$ cat src/tc_pkg.sv
// Package with constants and types for the 16-bit timer/counter
//
// Notes on behaviour
// RULE_01 - Source select clear counts instruction clock
// RULE_02 - Source set counts rising edges of selected pin
// RULE_03 - Sync after ripple prescaler when sync enabled
// RULE_04 - Synced counter stops in sleep, prescaler runs
// RULE_05 - Synchronizer samples on phases two and four
// RULE_06 - Async counter runs in sleep, may flag
// RULE_07 - Async count is no capture/compare time base
// RULE_08 - Byte reads return valid values while counting
// RULE_09 - Software stops counter before async writes
// RULE_10 - Software reads high, low, high again
// RULE_11 - Oscillator enable starts crystal amplifier
// RULE_12 - Software waits for oscillator start-up
// RULE_13 - Compare special event trigger zeroes counter
// RULE_14 - Special event reset never sets overflow flag
// RULE_15 - Special event reset ignored in async mode
// RULE_16 - Software write beats simultaneous trigger
// RULE_17 - Compare pair acts as period value
// RULE_18 - Counter bytes untouched by device resets
// RULE_19 - Power-on reset clears control register
// RULE_20 - Counter byte write clears prescaler
// RULE_21 - Counter wraps, flags overflow, needs timer_on
// RULE_22 - Prescale codes divide by 1, 2, 4, 8
package tc_pkg;

  // ----------------------------------------
  // Register map (byte addresses)
  // ----------------------------------------
  localparam logic [3:0] TC_ADDR_CTRL = 4'h0;
  localparam logic [3:0] TC_ADDR_LOW = 4'h4;
  localparam logic [3:0] TC_ADDR_HIGH = 4'h8;
  localparam logic [3:0] TC_ADDR_FLAG = 4'hC;

  // ----------------------------------------
  // Field positions and reset values
  // ----------------------------------------
  localparam int TC_FLAG_OVF_BIT = 0;
  localparam logic [5:0] TC_CTRL_RESET = 6'h00;
  localparam logic [15:0] TC_COUNT_MAX = 16'hFFFF;
  localparam logic [15:0] TC_COUNT_ZERO = 16'h0000;

  // ----------------------------------------
  // Timing
  // ----------------------------------------
  localparam int TC_CLK_HZ = 50000000;
  localparam int TC_XTAL_MAX_HZ = 200000;
  localparam int TC_PHASES = 4;

  // Control register layout, bit 0 at the bottom
  typedef struct packed {
    logic [1:0] prescale_select;
    logic crystal_osc_enable;
    logic sync_disable;
    logic clock_source_select;
    logic timer_on;
  } tc_ctrl_s;

  // Quarter phases of one instruction cycle
  typedef enum logic [3:0] {
    TC_Q1 = 4'b0001,
    TC_Q2 = 4'b0010,
    TC_Q3 = 4'b0100,
    TC_Q4 = 4'b1000
  } tc_phase_e;

endpackage

$ cat src/tc_timer16.sv
// Top module: 16-bit timer/counter with Avalon-MM register slave
`timescale 1ns/1ps
module tc_timer16
  import tc_pkg::*;
(
  // Clock and reset
  input wire logic i_clk_sys,
  input wire logic i_resetn,
  // Avalon-MM slave
  input wire logic [3:0] i_avs_address,
  input wire logic i_avs_read,
  input wire logic i_avs_write,
  input wire logic [31:0] i_avs_writedata,
  output logic [31:0] o_avs_readdata,
  output logic o_avs_waitrequest,
  // Count sources
  input wire logic i_ext_count_pin,
  input wire logic i_xtal_in_pin,
  output logic o_xtal_out_pin,
  // System state and compare units
  input wire logic i_sleep,
  input wire logic i_sevt_compare_unit_a,
  input wire logic i_sevt_compare_unit_b,
  // Status towards the rest of the chip
  output logic [15:0] o_count,
  output logic o_timebase_valid,
  output logic o_overflow_flag
);

  // ----------------------------------------
  // Reset release
  // ----------------------------------------
  logic rst_meta;
  logic rst_n;

  always_ff @(posedge i_clk_sys or negedge i_resetn) begin
    if (!i_resetn) begin
      rst_meta <= 1'b0;
      rst_n <= 1'b0;
    end else begin
      rst_meta <= 1'b1;
      rst_n <= rst_meta;
    end
  end

  // ----------------------------------------
  // Bus slave
  // ----------------------------------------
  logic ack;
  tc_ctrl_s ctrl;
  logic [15:0] count;
  logic ovf_flag;

  wire req = i_avs_read | i_avs_write;
  wire take = req & ack;
  wire wr_ctrl = take & i_avs_write & (i_avs_address == TC_ADDR_CTRL);
  wire wr_low = take & i_avs_write & (i_avs_address == TC_ADDR_LOW);
  wire wr_high = take & i_avs_write & (i_avs_address == TC_ADDR_HIGH);
  wire wr_flag = take & i_avs_write & (i_avs_address == TC_ADDR_FLAG);
  wire wr_count = wr_low | wr_high;

  // One wait cycle gives the read mux a clean registered snapshot
  assign o_avs_waitrequest = req & ~ack;

  always_ff @(posedge i_clk_sys or negedge rst_n) begin
    if (!rst_n) begin
      ack <= 1'b0;
    end else begin
      ack <= req & ~ack;
    end
  end

  logic [31:0] next_rdata;

  // Count bytes read from one flop copy, so a byte is never torn [RULE_08]
  always_comb begin
    next_rdata = 32'h0000_0000;
    case (i_avs_address)
      TC_ADDR_CTRL: next_rdata = {26'h000_0000, ctrl};
      TC_ADDR_LOW: next_rdata = {24'h00_0000, count[7:0]};
      TC_ADDR_HIGH: next_rdata = {24'h00_0000, count[15:8]};
      TC_ADDR_FLAG: next_rdata = {31'h0000_0000, ovf_flag};
      default: next_rdata = 32'h0000_0000;
    endcase
  end

  always_ff @(posedge i_clk_sys or negedge rst_n) begin
    if (!rst_n) begin
      o_avs_readdata <= 32'h0000_0000;
    end else if (i_avs_read & ~ack) begin
      o_avs_readdata <= next_rdata;
    end
  end

  // Reset input stands for power-on and brown-out reset [RULE_19]
  always_ff @(posedge i_clk_sys or negedge rst_n) begin
    if (!rst_n) begin
      ctrl <= TC_CTRL_RESET;
    end else if (wr_ctrl) begin
      ctrl <= i_avs_writedata[5:0];
    end
  end

  // ----------------------------------------
  // Crystal oscillator and source select
  // ----------------------------------------
  // Amplifier is off while disabled to save power; runs in sleep too [RULE_11]
  always_ff @(posedge i_clk_sys or negedge rst_n) begin
    if (!rst_n) begin
      o_xtal_out_pin <= 1'b0;
    end else begin
      o_xtal_out_pin <= ctrl.crystal_osc_enable & ~i_xtal_in_pin;
    end
  end

  wire sel_in = ctrl.crystal_osc_enable ? i_xtal_in_pin : i_ext_count_pin; // [RULE_02]

  logic sel_prev;
  wire sel_rise = sel_in & ~sel_prev;

  // ----------------------------------------
  // Prescaler
  // ----------------------------------------
  // Ripple-style divider, advanced by input edges (keeps going in sleep) or by Q4 ticks in timer mode
  logic [2:0] psc;
  logic psc_prev;
  logic psc_out;
  // One step per selected input edge, or per Q4 in timer mode
  logic psc_step;

  always_ff @(posedge i_clk_sys or negedge rst_n) begin
    if (!rst_n) begin
      sel_prev <= 1'b0;
      psc <= 3'h0;
      psc_prev <= 1'b0;
    end else begin
      sel_prev <= sel_in;
      psc_prev <= psc_out;
      if (wr_count) begin
        psc <= 3'h0; // [RULE_20]
      end else if (psc_step) begin
        psc <= psc + 3'h1; // [RULE_03] [RULE_04]
      end
    end
  end

  always_comb begin
    case (ctrl.prescale_select) // [RULE_22]
      2'h0: psc_out = sel_in;
      2'h1: psc_out = psc[0];
      2'h2: psc_out = psc[1];
      2'h3: psc_out = psc[2];
      default: psc_out = sel_in;
    endcase
  end

  // ----------------------------------------
  // Phase clock and synchronizer
  // ----------------------------------------
  tc_phase_e phase;
  tc_phase_e next_phase;

  always_comb begin
    case (phase)
      TC_Q1: next_phase = TC_Q2;
      TC_Q2: next_phase = TC_Q3;
      TC_Q3: next_phase = TC_Q4;
      TC_Q4: next_phase = TC_Q1;
      default: next_phase = TC_Q1;
    endcase
  end

  // Phase clocks stop in sleep, which shuts the synchronizer off
  wire sample_pt = ~i_sleep & ((phase == TC_Q2) | (phase == TC_Q4)); // [RULE_05]
  logic samp;

  always_ff @(posedge i_clk_sys or negedge rst_n) begin
    if (!rst_n) begin
      phase <= TC_Q1;
      samp <= 1'b0;
    end else begin
      if (!i_sleep) begin
        phase <= next_phase;
      end
      if (sample_pt) begin
        samp <= psc_out; // [RULE_03]
      end
    end
  end

  // ----------------------------------------
  // Count selection
  // ----------------------------------------
  wire async_mode = ctrl.clock_source_select & ctrl.sync_disable;
  wire q4_tick = ~i_sleep & (phase == TC_Q4); // [RULE_01]
  // Timer mode divides the Q4 tick by the same prescaler: carry out of the selected bits
  wire [2:0] psc_mask = {ctrl.prescale_select == 2'h3, ctrl.prescale_select[1],
    |ctrl.prescale_select};
  wire timer_tick = q4_tick & ((psc & psc_mask) == psc_mask); // [RULE_22]
  assign psc_step = ctrl.clock_source_select ? sel_rise : q4_tick;
  wire sync_tick = sample_pt & psc_out & ~samp; // [RULE_04] [RULE_05]
  wire async_tick = psc_out & ~psc_prev; // [RULE_06]

  wire ext_tick = ctrl.sync_disable ? async_tick : sync_tick;
  wire src_tick = ctrl.clock_source_select ? ext_tick : timer_tick; // [RULE_01] [RULE_02]
  wire tick = ctrl.timer_on & src_tick; // [RULE_21]

  // Trigger is dropped in async mode, where it is not guaranteed anyway
  wire sevt = (i_sevt_compare_unit_a | i_sevt_compare_unit_b) & ~async_mode; // [RULE_13] [RULE_15]
  wire wrap = tick & (count == TC_COUNT_MAX) & ~wr_count & ~sevt; // [RULE_14] [RULE_21]

  // ----------------------------------------
  // Counter and overflow flag
  // ----------------------------------------
  // No reset on purpose: device resets leave the count alone [RULE_18]
  always_ff @(posedge i_clk_sys) begin
    if (wr_count) begin
      if (wr_low) begin
        count[7:0] <= i_avs_writedata[7:0]; // [RULE_16]
      end
      if (wr_high) begin
        count[15:8] <= i_avs_writedata[7:0]; // [RULE_16]
      end
    end else if (sevt) begin
      count <= TC_COUNT_ZERO; // [RULE_13] [RULE_17]
    end else if (tick) begin
      count <= count + 16'h0001; // [RULE_21]
    end
  end

  // Write one to clear; a wrap in the same cycle still sets the flag
  always_ff @(posedge i_clk_sys or negedge rst_n) begin
    if (!rst_n) begin
      ovf_flag <= 1'b0;
    end else if (wrap) begin
      ovf_flag <= 1'b1; // [RULE_06] [RULE_21]
    end else if (wr_flag & i_avs_writedata[TC_FLAG_OVF_BIT]) begin
      ovf_flag <= 1'b0;
    end
  end

  // ----------------------------------------
  // Outputs
  // ----------------------------------------
  assign o_count = count; // [RULE_17]
  assign o_timebase_valid = ~async_mode; // [RULE_07]
  assign o_overflow_flag = ovf_flag;

endmodule

$ cat config.mk
export PLATFORM = sky130hd
export DESIGN_NAME = tc_timer16
export DESIGN_NICKNAME = d
export VERILOG_FILES = /design/src/tc_pkg.sv /design/src/tc_timer16.sv
export SDC_FILE = /design/constraint.sdc
export NUM_CORES = 1
export LEC_CHECK = 0
export BUFFER_PORTS_ARGS = -buffer_cell sky130_fd_sc_hd__buf_2
export CORE_MARGIN = 5
export CORE_UTILIZATION = 44
export CTS_CLUSTER_SIZE = 28
export DETAILED_ROUTE_END_ITERATION = 12
export PLACE_DENSITY = 0.76
export SYNTH_ARGS = -nofsm -noshare
export SYNTH_HDL_FRONTEND = slang
export SYNTH_SLANG_ARGS = --single-unit
$ cat constraint.sdc
create_clock -name i_clk_sys -period 1 [get_ports i_clk_sys]
set_clock_uncertainty 0.2 [all_clocks]
set_input_delay 0.05 -clock i_clk_sys [delete_from_list [all_inputs] [get_ports i_clk_sys]]
set_output_delay 0.05 -clock i_clk_sys [all_outputs]
set_load 0.005 [all_outputs]
After elaboration in Yosys (flattened, before gate mapping)
Index checks and enable logic that the tools add are counted.
Storage, ports and cells
  bits in registers: 69
  bits in latches: 0
  bits in writable memories: 0
  ROM bits: 0
  bits of input ports: 45
  output and inout bits: 52
  word-level logic and storage cells: 95
  memories: 0
Cells by class
  add/subtract/negate cells: 2
  $mul: 0
  divide/modulo/power cells: 0
  order comparisons: 0
  equal/unequal tests: 14
  shift operators: 0
  mux-type cells: 16
  bitwise logic cells: 37
  reductions and logical operators: 8
Operator list (count)
  $mux W16: 3
  $pmux W8 S4: 1
  $and A1 B1 Y1: 23
  $add A16 B1 Y16 const B: 1
  $eq A16 B16 Y1 const B: 1
  $mux W8: 2
  $eq A4 B4 Y1 const B: 3
  $pmux W4 S3: 1
  $not A1 Y1: 9
  $eq A4 B3 Y1 const B: 2
  $mux W1: 6
  $mux W3: 2
  $eq A2 B2 Y1 const B: 2
  $eq A4 B1 Y1 const B: 1
  $eq A4 B2 Y1 const B: 1
  $logic_not A4 Y1: 1
  $ne A2 B2 Y1 const B: 2
  $or A1 B1 Y1: 4
  $pmux W1 S4: 1
  $reduce_and A2 Y1: 2
  $reduce_bool A2 Y1: 2
  $add A3 B1 Y3 const B: 1
  $and A3 B3 Y3: 1
  $eq A3 B3 Y1: 1
  4 further kinds: 4

Depth between registers and ports, before layout
  depth in word-level cells: 12
  depth in mapped cells: 7
  depth with buffers taken out: 5

Worst setup path after synthesis
OpenSTA, ideal clock, no wires.
  path type: register to register
  start point: register phase[3]
  end point: register count[0], in the netlist o_count[0], enable pin
  setup time: 377 ps
  data arrival time: 1965 ps
  path slack: -1542 ps
  stages on the path, launching flop included: 7
  buffers on the path: 1
  period minus slack after synthesis: 2542 ps
  cell sequence: dfrtp_1 -> buf_6 -> xnor2_1 -> or4_4 -> o311ai_4 -> o2111ai_2 -> a22oi_1
On the way
  word-level cells in the longest chain between the ends: 10
  elaborated cells between the ends (all ways): 13
RTL lines
  start: declaration: line tc_timer16.sv:160  | tc_phase_e phase;
  start signal: assignment: line tc_timer16.sv:183  | phase <= next_phase;
  $eq A4 B2 Y1 / $eq A4 B4 Y1 (equally long branches): line tc_timer16.sv:174, tc_timer16.sv:195
  $or A1 B1 Y1: line tc_timer16.sv:174  | wire sample_pt = ~i_sleep & ((phase == TC_Q2) | (phase == TC_Q4));
  $and A1 B1 Y1: line tc_timer16.sv:174
  $and A1 B1 Y1 (2 in a row): line tc_timer16.sv:201  | wire sync_tick = sample_pt & psc_out & ~samp;
  $mux W1: line tc_timer16.sv:204  | wire ext_tick = ctrl.sync_disable ? async_tick : sync_tick;
  $mux W1 *: line tc_timer16.sv:205  | wire src_tick = ctrl.clock_source_select ? ext_tick : timer_tick;
  $and A1 B1 Y1 *: line tc_timer16.sv:206  | wire tick = ctrl.timer_on & src_tick;
  $reduce_bool A3 Y1 (no source line) *
  $reduce_and A2 Y1 (no source line) *
  end signal: assignment: line tc_timer16.sv:219  | count[7:0] <= i_avs_writedata[7:0];
  end signal: assignment: line tc_timer16.sv:227  | count <= count + 16'h0001;
  end: declaration: line tc_timer16.sv:51  | logic [15:0] count;
Every way passes the cells marked *; elsewhere a longest branch is shown, timed or not.
A chain may end at the register's enable or synchronous reset.

Final worst setup path
  start point: register phase[3]
  end point: register count[3], in the netlist o_count[3], enable pin
Same word-level chain as after synthesis.

==> flow_summary_export.csv <==
group,metric,value,unit
timing,whs,-0.170,ns
global_routing,antenna_found_initial,0,
clock_tree,holdBufCountCts,8,
yosys,synth_edf_count,16,
finish,antenna_cells,0,
yosys,synth_cells,235,
finish,stdcell_area,0.00429,mm²
global_routing,grt_max_degree,21,
worst_setup_path,arrival,2.13,ns
finish,drive_gt1_share,57.9,%
die,die_h,85.4,µm
clock_tree,clock_path_buffers,2,
worst_setup_path,r2r-end,"o_count[3]$_DFFE_PP_",
status,violations,"hold timing, setup timing",
drt,postRouteAntennaNets,0,
global_routing,grt-ovfl-total,0,
timing,hold_viol,21,
place,gp_congestion,0.853,
drt,drt_iter0_markers,240,
timing,clock.fmax,0.437,GHz
worst_setup_path,r2r_start,"phase[3]$_DFFE_PN0N_",
timing,drv_slew,0,
pwr,vdd.ir_drop.worst,0.882,mV
clock_tree,clk_pin_slew,0.11,ns
die,io_pins,97,
global_routing,grt_first_pass_wirelength,13500,µm
clock_tree,cts_buffers,5,
worst_setup_path,setup.worst_path.start_class,"register",
worst_setup_path,worstPathRequired,0.84,ns
finish,nFillCells,330,
yosys,ys_async_sr_fraction,64.4,%
finish,postLayoutCoreUtil,77.8,%
pwr,p_per_area,2060,mW/mm²
clock_tree,numClockSinks,45,
finish,final_nets,426,
min_path,hold_start,"i_avs_writedata[5]",
min_path,hold-path-endpoint,"ctrl[5]$_DFFE_PN0P_",
place,portBuffers,48,
min_path,whs_path_depth,2,
drt,drc,0,
yosys,ys_seq_area_share,48.2,%
yosys,ys_types,40,
die,initial_core_util,45.4,%
yosys,synth_most_common_cell,"dfrtp_1",
yosys,synth_area_leaders,"dfrtp_1, edfxtp_1, buf_4, o21ai_0, xor2_1",
finish,syn2layout_area_growth,71.2,%
drt,via_per_inst,5.50,
drt,first_pass_iters,4,
worst_setup_path,crit_path_end_kind,"register",
yosys,synth_ff_type,"dfrtp_1",
min_path,hp-class,"primary input to register",
yosys,synth_common_cells,"dfrtp_1, o21ai_0, buf_4",
timing,fin_crit,2.29,ns
pwr,p_total,8.83,mW
timing,setup_ws,-1.29,ns
worst_setup_path,cp_max_fo,8,
place,dp.final_hpwl,5170,µm
drt,vias,2487,
timing,setup_viol,86,
pwr,p_leak,1.93,nW
worst_setup_path,cp_cell_sequence,"xnor2_1 -> or4_4 -> o311ai_4 -> o2111ai_4 -> a22oi_2 -> buf_6",
worst_setup_path,reg2reg_depth,6,
timing,final.setup.tns,-51.38,ns
clock_tree,htree_levels,2,
yosys,synth_area,0.00250,mm²
place,placed_area,0.00334,mm²
status,status,"complete, but fails checks",
clock_tree,cts_tree,"yes",
timing,rsz0062_at_grt,"yes",
die,core,0.00551,mm²
drt,routedWlPerCell,21.3,µm
yosys,yosys.area.top_type,"dfrtp_1",
worst_setup_path,max_stage_delay,0.44,ns
yosys,syn_area_per_cell,10.6,µm²
global_routing,grt_use_total,24.3,%
worst_setup_path,cpMaxStageDelayCell,"or4_4",
flow_run,cap_violations,0,
worst_setup_path,reg2reg_setup_slack,-1.29,ns
worst_setup_path,worstSetupPathType,"register to register",
global_routing,first_global_vias,2478,
die,die_x,85.4,µm
timing,fin_crit_sh,229,%
die,num_rows,27,
clock_tree,clk_latency,0.32,ns
yosys,synth-seq-cells,45,
yosys,synth_top_area_share,28.0,%
die,dieArea,0.00730,mm²
yosys,yosysWarnings,0,
drt,wl,9650,µm
clock_tree,root_buffer,"clkbuf_8",
## flip-flops by register name, indices dropped and copies added, names as in the netlist, 3 cells and up
signal / cells
o_count: 16
phase: 4
psc: 3
ctrl: 6
o_avs_readdata: 8
## area by class of cell
| class | count | area, µm² | area share [%] |
|---|---|---|---|
| clock buffers | 5 | 68.8 | 1.61 |
| clock inverters | 3 | 43.8 | 1.02 |
| inverters | 4 | 15.0 | 0.350 |
| multi-input cells | 177 | 1560 | 36.4 |
| flip-flops and latches | 45 | 1210 | 28.3 |
| well taps | 72 | 90.1 | 2.10 |
| repair buffers | 146 | 1300 | 30.3 |
## cell usage in the layout, fill, tap and decap left out, types with 10 or more instances in the layout
master and n:
conb_1 25, a22o_1 11, buf_4 45, buf_2 30, edfxtp_1 16, xor2_1 10, buf_6 60, nand2_1 16
o21ai_1 15, nor2_1 10, dfrtp_1 25
## stage by stage
step / setup WS, ns / std cells
finish: -1.29 / 452
global route: -1.35 / 452
CTS: -1.28 / 436
detailed placement: -1.28 / 408
global placement: -1.27 / 408
floorplan: -1.35 / 258
## logic make-up (layout without fill, tap and decap cells)
| group | count (synthesis) | after routing | share of synthesized area [%] |
|---|---|---|---|
| mux | 15 | 15 | 7.35 |
| buf+inv | 38 | 158 | 9.95 |
| simple gates | 66 | 66 | 13.0 |
| compound gates | 49 | 51 | 13.8 |
| flops | 45 | 45 | 48.3 |
| xor+xnor | 18 | 18 | 6.30 |
| fa+ha+maj | 2 | 2 | 1.00 |
| other cells | 2 | 25 | 0.300 |
## how the worst max path moves through the flow
stage / from / to / slack, ns / depth (start not counted)
floorplan: phase[3]$_DFFE_PN0N_ / o_count[0]$_DFFE_PP_ / -1.35 / 6
detailed placement: phase[1]$_DFFE_PN0N_ / o_count[1]$_DFFE_PP_ / -1.28 / 6
CTS: phase[1]$_DFFE_PN0N_ / o_count[1]$_DFFE_PP_ / -1.28 / 6
finish: phase[3]$_DFFE_PN0N_ / o_count[3]$_DFFE_PP_ / -1.29 / 6
global route: phase[3]$_DFFE_PN0N_ / o_count[2]$_DFFE_PP_ / -1.35 / 6
global placement: phase[1]$_DFFE_PN0N_ / o_count[1]$_DFFE_PP_ / -1.27 / 6
## repair_timing
action                                  in CTS  in global routing
endpoints found under the setup margin      85                 85
pin swaps                                   44                 27
gates resized for setup                     87                 45
gates cloned                                 2                  0
endpoints found under the hold margin       39                 20
setup buffers                               14                 24
## critical path: cells and delay by family, from the launching register on
family	cells	cell delay [ns]
AO/OA/AOI/OAI	3	0.69
XOR/XNOR	1	0.12
buffers and inverters	1	0.17
AND/OR/NAND/NOR	1	0.44
flip-flops	1	0.40
## where the power goes
group	total, mW	switching, mW	leakage [nW]	internal [mW]
registers	2.92	0.469	0.540	2.45
clock network	1.44	0.689	0.0547	0.748
logic	4.47	2.02	1.33	2.45
total	8.83	3.18	1.93	5.66
## per-layer routing
layer	global-route usage (%)	vias up	share of wire [%]
met1	31.3	1228	38
met4	11.2	0	3.8
li1	-	1081	-
met3	4.85	30	8.9
met5	0	-	0
met2	39.3	148	49
No activity file was read; power rests on OpenSTA's default activity.
